==> config.mk <==
export PLATFORM = sky130hd
export DESIGN_NAME = mirq_core
export DESIGN_NICKNAME = d
export VERILOG_FILES = /design/src/verilog/mirq_pkg.sv /design/src/verilog/mirq_core.sv
export SDC_FILE = /design/constraint.sdc
export NUM_CORES = 1
export LEC_CHECK = 0
export BUFFER_PORTS_ARGS = -buffer_cell sky130_fd_sc_hd__buf_2
export CELL_PAD_IN_SITES_DETAIL_PLACEMENT = 0
export CELL_PAD_IN_SITES_GLOBAL_PLACEMENT = 1
export CORE_MARGIN = 2
export CORE_UTILIZATION = 45
export DETAILED_ROUTE_END_ITERATION = 12
export PLACE_DENSITY_LB_ADDON = 0.1
export REMOVE_ABC_BUFFERS = 1
export SETUP_SLACK_MARGIN = 0.05
export SLEW_MARGIN = 20
export SYNTH_ARGS = -nofsm -noshare
export SYNTH_HDL_FRONTEND = slang
export SYNTH_SLANG_ARGS = --single-unit
==> constraint.sdc <==
create_clock -name ref_clk -period 7.6 [get_ports ref_clk]
set_clock_uncertainty 0.15 [all_clocks]
set_input_delay 2.28 -clock ref_clk [delete_from_list [all_inputs] [get_ports ref_clk]]
set_output_delay 2.28 -clock ref_clk [all_outputs]
set_load 0.02 [all_outputs]
==> src/verilog/mirq_pkg.sv <==
// Register map, field positions and reset values for the mask and temperature slice
package mirq_pkg;
    localparam logic [7:0] MIRQ_OFF_MASK_MISC = 8'h1b;
    localparam logic [7:0] MIRQ_OFF_MASK_GPIO_LOW = 8'h1c;
    localparam logic [7:0] MIRQ_OFF_MASK_GPIO_HIGH = 8'h1d;
    localparam logic [7:0] MIRQ_OFF_TEMP_OFFSET = 8'h1e;
    localparam logic [7:0] MIRQ_OFF_TEMP_READING = 8'h1f;
    localparam logic [7:0] MIRQ_RST_MASK = 8'h00;
    localparam logic [7:0] MIRQ_RST_OFFSET = 8'h00;
    localparam logic [7:0] MIRQ_RST_READING = 8'h00;
    localparam int MIRQ_BIT_INT_TEMP = 0;
    localparam int MIRQ_BIT_BATTERY = 1;
    localparam int MIRQ_BIT_ANALOG_INPUT_8 = 2;
    localparam int MIRQ_BIT_THERMAL = 3;
    localparam int MIRQ_BIT_FAN_CTRL = 4;
    localparam int MIRQ_BIT_UNUSED = 5;
    localparam int MIRQ_BIT_CHASSIS = 6;
    localparam int MIRQ_BIT_GPIO_16 = 7;
    localparam logic [7:0] MIRQ_MISC_WMASK = 8'hdf;
    localparam logic [7:0] MIRQ_S8_MAX = 8'h7f;
    localparam logic [7:0] MIRQ_S8_MIN = 8'h80;
endpackage

==> src/verilog/mirq_core.sv <==
// Interrupt masks, internal temperature offset and reading registers
//
// Operation
// - Misc mask bit 0 set blocks on-chip temperature interrupts.
// - Misc mask bit 1 set blocks battery voltage interrupts.
// - Misc mask bit 2 set blocks analog input 8 interrupts.
// - Misc mask bit 3 set blocks thermal-limit alarm interrupts.
// - Misc mask bit 4 set blocks automatic fan control interrupts.
// - Misc mask bit 5 has no function and always reads zero.
// - Misc mask bit 6 set blocks chassis intrusion interrupts.
// - Misc mask bit 7 set blocks general I/O channel 16 interrupts.
// - Low GPIO mask bit n blocks general I/O channel n.
// - High GPIO mask bit n blocks general I/O channel n plus 8.
// - All three mask registers clear to zero at reset.
// - Signed offset added to each temperature result before storing and comparing.
// - Latest temperature readable in read-only register, zero after reset.
module mirq_core
    import mirq_pkg::*;
(
    input wire logic ref_clk,
    input wire logic nrst,
    input wire logic clk_en,
    input wire logic reg_wr,
    input wire logic reg_rd,
    input wire logic [7:0] reg_addr,
    input wire logic [7:0] reg_wdata,
    output logic [7:0] reg_rdata,
    input wire logic temp_valid,
    input wire logic [7:0] temp_raw,
    output logic temp_store,
    output logic [7:0] temp_compare,
    input wire logic int_temp_event,
    input wire logic battery_event,
    input wire logic analog_input_8_event,
    input wire logic thermal_limit_alarm,
    input wire logic auto_fan_speed_control,
    input wire logic chassis_intrusion_input,
    input wire logic general_io_channel_16,
    input wire logic [7:0] general_io_channels_low,
    input wire logic [7:0] general_io_channels_high,
    output logic [16:0] gpio_irq_req,
    output logic [6:0] misc_irq_req
);
    import mirq_pkg::*;

    logic [7:0] mask_misc_r;
    logic [7:0] mask_gpio_low_r;
    logic [7:0] mask_gpio_high_r;
    logic [7:0] temp_offset_r;
    logic [7:0] temp_reading_r;
    logic [7:0] temp_sum_nxt;
    logic [7:0] rdata_nxt;
    logic [7:0] misc_src;
    logic [7:0] misc_gated;

    // Signed add clipped to the 8-bit range, never wrapping
    function automatic logic [7:0] sat_add(input logic [7:0] a, input logic [7:0] b);
        logic [8:0] s;
        s = {a[7], a} + {b[7], b};
        if (s[8] != s[7]) begin
            sat_add = s[8] ? MIRQ_S8_MIN : MIRQ_S8_MAX;
        end else begin
            sat_add = s[7:0];
        end
    endfunction

    // Write strobe aimed at one register offset in this cycle
    function automatic logic wr_hit(input logic en, input logic wr, input logic [7:0] addr,
        input logic [7:0] off);
        wr_hit = en && wr && (addr == off);
    endfunction

    // A request survives only while its mask bit is clear
    function automatic logic [7:0] gate(input logic [7:0] src, input logic [7:0] msk);
        gate = src & ~msk;
    endfunction

    // Sources laid out in the same bit order as the misc mask
    assign misc_src[MIRQ_BIT_INT_TEMP] = int_temp_event;
    assign misc_src[MIRQ_BIT_BATTERY] = battery_event;
    assign misc_src[MIRQ_BIT_ANALOG_INPUT_8] = analog_input_8_event;
    assign misc_src[MIRQ_BIT_THERMAL] = thermal_limit_alarm;
    assign misc_src[MIRQ_BIT_FAN_CTRL] = auto_fan_speed_control;
    assign misc_src[MIRQ_BIT_UNUSED] = 1'b0;
    assign misc_src[MIRQ_BIT_CHASSIS] = chassis_intrusion_input;
    assign misc_src[MIRQ_BIT_GPIO_16] = general_io_channel_16;
    assign misc_gated = gate(misc_src, mask_misc_r);

    assign temp_sum_nxt = sat_add(temp_raw, temp_offset_r);

    always_ff @(posedge ref_clk or negedge nrst) begin
        if (!nrst) begin
            mask_misc_r <= MIRQ_RST_MASK;
        end else if (wr_hit(clk_en, reg_wr, reg_addr, MIRQ_OFF_MASK_MISC)) begin
            // Unused bit never stored, so no read can show it
            mask_misc_r <= reg_wdata & MIRQ_MISC_WMASK;
        end
    end

    always_ff @(posedge ref_clk or negedge nrst) begin
        if (!nrst) begin
            mask_gpio_low_r <= MIRQ_RST_MASK;
        end else if (wr_hit(clk_en, reg_wr, reg_addr, MIRQ_OFF_MASK_GPIO_LOW)) begin
            mask_gpio_low_r <= reg_wdata;
        end
    end

    always_ff @(posedge ref_clk or negedge nrst) begin
        if (!nrst) begin
            mask_gpio_high_r <= MIRQ_RST_MASK;
        end else if (wr_hit(clk_en, reg_wr, reg_addr, MIRQ_OFF_MASK_GPIO_HIGH)) begin
            mask_gpio_high_r <= reg_wdata;
        end
    end

    always_ff @(posedge ref_clk or negedge nrst) begin
        if (!nrst) begin
            temp_offset_r <= MIRQ_RST_OFFSET;
        end else if (wr_hit(clk_en, reg_wr, reg_addr, MIRQ_OFF_TEMP_OFFSET)) begin
            temp_offset_r <= reg_wdata;
        end
    end

    // Reading register is read-only: writes to it fall through every decode
    always_ff @(posedge ref_clk or negedge nrst) begin
        if (!nrst) begin
            temp_reading_r <= MIRQ_RST_READING;
        end else if (clk_en && temp_valid) begin
            temp_reading_r <= temp_sum_nxt;
        end
    end

    // Limit logic sees the same corrected value that the host reads back
    always_ff @(posedge ref_clk or negedge nrst) begin
        if (!nrst) begin
            temp_compare <= MIRQ_RST_READING;
        end else if (clk_en && temp_valid) begin
            temp_compare <= temp_sum_nxt;
        end
    end

    always_ff @(posedge ref_clk or negedge nrst) begin
        if (!nrst) begin
            temp_store <= 1'b0;
        end else if (clk_en) begin
            temp_store <= temp_valid;
        end
    end

    always_comb begin
        rdata_nxt = 8'h00;
        unique case (reg_addr)
            MIRQ_OFF_MASK_MISC: rdata_nxt = mask_misc_r & MIRQ_MISC_WMASK;
            MIRQ_OFF_MASK_GPIO_LOW: rdata_nxt = mask_gpio_low_r;
            MIRQ_OFF_MASK_GPIO_HIGH: rdata_nxt = mask_gpio_high_r;
            MIRQ_OFF_TEMP_OFFSET: rdata_nxt = temp_offset_r;
            MIRQ_OFF_TEMP_READING: rdata_nxt = temp_reading_r;
            default: rdata_nxt = 8'h00;
        endcase
    end

    always_ff @(posedge ref_clk or negedge nrst) begin
        if (!nrst) begin
            reg_rdata <= 8'h00;
        end else if (clk_en && reg_rd) begin
            reg_rdata <= rdata_nxt;
        end
    end

    // Masks gate only the requests; event inputs keep feeding status elsewhere
    always_ff @(posedge ref_clk or negedge nrst) begin
        if (!nrst) begin
            misc_irq_req <= 7'h00;
        end else if (clk_en) begin
            misc_irq_req[0] <= misc_gated[MIRQ_BIT_INT_TEMP];
            misc_irq_req[1] <= misc_gated[MIRQ_BIT_BATTERY];
            misc_irq_req[2] <= misc_gated[MIRQ_BIT_ANALOG_INPUT_8];
            misc_irq_req[3] <= misc_gated[MIRQ_BIT_THERMAL];
            misc_irq_req[4] <= misc_gated[MIRQ_BIT_FAN_CTRL];
            misc_irq_req[5] <= misc_gated[MIRQ_BIT_CHASSIS];
            misc_irq_req[6] <= misc_gated[MIRQ_BIT_GPIO_16];
        end
    end

    always_ff @(posedge ref_clk or negedge nrst) begin
        if (!nrst) begin
            gpio_irq_req[7:0] <= 8'h00;
        end else if (clk_en) begin
            gpio_irq_req[7:0] <= gate(general_io_channels_low, mask_gpio_low_r);
        end
    end

    always_ff @(posedge ref_clk or negedge nrst) begin
        if (!nrst) begin
            gpio_irq_req[15:8] <= 8'h00;
        end else if (clk_en) begin
            gpio_irq_req[15:8] <= gate(general_io_channels_high, mask_gpio_high_r);
        end
    end

    // Channel 16 has its mask bit in the misc register, not a GPIO one
    always_ff @(posedge ref_clk or negedge nrst) begin
        if (!nrst) begin
            gpio_irq_req[16] <= 1'b0;
        end else if (clk_en) begin
            gpio_irq_req[16] <= misc_gated[MIRQ_BIT_GPIO_16];
        end
    end
endmodule

==> flow_summary.yaml <==
timing:
  min_period_ns: 4.45
  clock.fmax_ghz: 0.225
  setup_viol: 0
  rsz0062_at_grt: "no"
  worstMarginPinSlew_ns: 1.13
  final_hold_viol_count: 0
  slew_headroom_pct: 24.4
  timing.hold.ws_ns: 0.357
  finalCritPeriodShare_pct: 58.6
  tns_ns: 0
  slew_viol_final: 0
clocking:
  clock-sinks: 71
  clkTransAtPathRegs_ns: 0.08
  hold_buffers: 0
  cts.path.max_buffers: 2
  cts_resized: 0
  htree_num_levels: 3
  clk_latency_ns: 0.36
  cts_tree: "built"
  clock-root-buffer: "clkbuf_8"
  cts_buffers: 9
  cts_setup_buffers: 0
final_layout:
  drive_above_1_share_pct: 32.0
  nNetsFinal: 473
  final_cells: 521
  seq_area_sq_um: 1780
  fillers: 738
  syn_to_final_growth_pct: 21.1
  antenna_cells: 0
  multi_input_area_sq_um: 1740
  final_area_sq_um: 4480
critical_path:
  crit_slowest_cell: "a41oi_2"
  worst-setup-path-type: "primary input to register"
  rr_worst_depth: 8
  r2r-end: "temp_reading_r[3]"
  cp_cell_sequence: "buf_2, ha_1, inv_1, fa_1, nor2b_1, o221ai_1, a41oi_2, nand3_1, a311oi_1"
  critical-path-max-stage-delay_ns: 0.53
  critical-path-top-delay-family: "compound AO/OA/AOI/OAI gates"
  cp_data_arrival_time_ns: 4.55
  worstSetupStartpointType: "primary input"
  rrSetupSlack_ns: 4.73
  r2r-start: "temp_offset_r[0]"
  path_max_fanout: 11
  cp-end-kind: "register"
  crit_buf_inv: 2
  required_ns: 7.70
hold_path:
  hold_end: "misc_irq_req[1]"
  min-delay-start: "misc_irq_req[1]"
  min_path_cells: 2
  hold_path_class: "register to register"
grt:
  use_met2_pct: 33.5
  grt_overflow_total: 0
  track_usage_pct: 21.2
  grt_pass1_vias: 2763
  grtUsageMet3_pct: 3.99
  grt_pass1_wl_mm: 14.1
  grt_max_degree: 72
  antenna_found_initial: 0
  gr-max-usage-layer: "met2"
  grtUsageMet1_pct: 28.5
run_status:
  status: "finished, final reports clean"
routing:
  drc_errors: 0
  drtIter0Drc: 161
  routed_wirelength_mm: 8.87
  vias_per_cell: 5.31
  wire_per_inst_microns: 17.0
  first_pass_iters: 4
  drt.antenna.violating_nets: 0
  dr_total_vias: 2765
synth:
  synth_edf_count: 0
  ys_types: 47
  syn_inst: 320
  syn_avg_cell_area_sq_um: 11.6
  synth_most_common_cell: "dfrtp_1"
  seq_area_frac_synth_pct: 48.0
  synth_top_area_share_pct: 48.0
  synthesis.area_sq_um: 3700
  synth-main-ff-cell: "dfrtp_1"
  ys_seq_elements: 71
  ys_top_cells_by_area: "dfrtp_1 (48%), mux2_1 (9.1%), nand3b_1 (4.7%)"
  yosys_warnings: 0
  yosys-top-cells-count: "dfrtp_1 (71), inv_1 (31), mux2_1 (30)"
  synth_area_leader_cell: "dfrtp_1"
  async_flop_share_pct: 100
run:
  maxCapViolCount: 0
floorplan:
  coreArea_sq_um: 8090
  num_rows: 33
  initial_core_util_pct: 45.7
  chipHeight_microns: 94.7
  die_area_sq_um: 8970
  io_pins: 94
  die_w_microns: 94.7
pwr:
  leakagePower_nw: 2.27
  peakVddDrop_mv: 0.0911
  power.density_nw_per_um2: 206
placed_design:
  port_buffers: 93
  dp.cells: 505
  dpl_cell_area_sq_um: 4240
  dpl.hpwl_mm: 6.42
  gp_congestion: 0.847
-- where the power goes --
part | switching (mW) | internal (mW)
combinational | 0.0821 | 0.0518
clock | 0.151 | 0.219
sequential | 0.0172 | 0.400
-- worst max path at each step --
stage,from,to,slack [ns],cells past startpoint
floorplan,temp_raw[0],temp_reading_r[3],3.21,8
global placement,temp_raw[0],temp_reading_r[3],2.89,9
detailed placement,temp_raw[0],temp_reading_r[3],2.84,9
CTS,temp_raw[0],temp_reading_r[3],3.17,9
global route,temp_raw[0],temp_reading_r[3],2.85,9
finish,temp_raw[0],temp_reading_r[3],3.15,9
-- state kept, by name (all words and copies together) (netlist names) --
| signal | cells |
|---|---|
| temp_store | 1 |
| gpio_irq_req | 16 |
| temp_offset_r | 8 |
| mask_gpio_low_r | 8 |
| temp_reading_r | 8 |
| misc_irq_req | 7 |
| reg_rdata | 8 |
| mask_gpio_high_r | 8 |
| mask_misc_r | 7 |
-- worst register-to-register path: stages (launching register included) --
cell,delay (ns)
dfrtp_1,0.40
ha_1,0.28
inv_1,0.08
fa_1,0.41
nor2b_1,0.23
o221ai_1,0.18
a41oi_2,0.53
nand3_1,0.21
a311oi_1,0.29
-- metrics by stage --
stage	total power [mW]	setup WS, ns	utilization (%)
after floorplan	0.494	3.21	-
after global placement	0.558	2.89	52.3
after detailed placement	0.560	2.84	52.3
after CTS	0.927	3.17	55.4
after global routing	0.960	2.85	55.4
final	0.921	3.15	55.4
-- placed cells by master (no fill, tap or decap), drive strengths merged, types with 2 or more instances in the layout --
master   count
ha           8
nand3        7
xnor2        2
nand2       10
a21o         2
clkbuf       9
buf         94
nor3b        3
a211oi       5
o21ai       30
dfrtp       71
a221oi       2
nor2b        3
clkinv       2
inv         32
a22o         7
o221ai       2
o2111ai      3
bufinv       3
nand3b      25
o22ai        8
nor3         7
a21oi        3
mux2        38
nor2         9
mux2i        9
and3         3
a22oi        9
-- final cells by class --
class | instances | area share, %
well taps | 105 | 2.93
multi-input cells | 204 | 38.8
flip-flops and latches | 71 | 39.7
inverters | 31 | 2.60
clock inverters | 7 | 2.68
repair buffers | 94 | 10.6
clock buffers | 9 | 2.76
-- routing by layer --
metal | up-vias | routed length (microns)
met5 | - | 0
li1 | 1342 | -
met2 | 66 | 4210
met3 | 14 | 377
met4 | 0 | 178
met1 | 1343 | 4100
-- cell families after synthesis --
kind of cell             after synthesis  synth area share, %
AO/OA/AOI/OAI                         74                 14.3
XOR/XNOR                               3                0.710
adder cells (fa/ha/maj)                9                 3.25
buffers and inverters                 45                 5.07
flip-flops                            71                 48.0
multiplexers                          48                 15.4
AND/OR/NAND/NOR                       70                 13.3
Note: power is estimated with default switching activity, not from simulation.
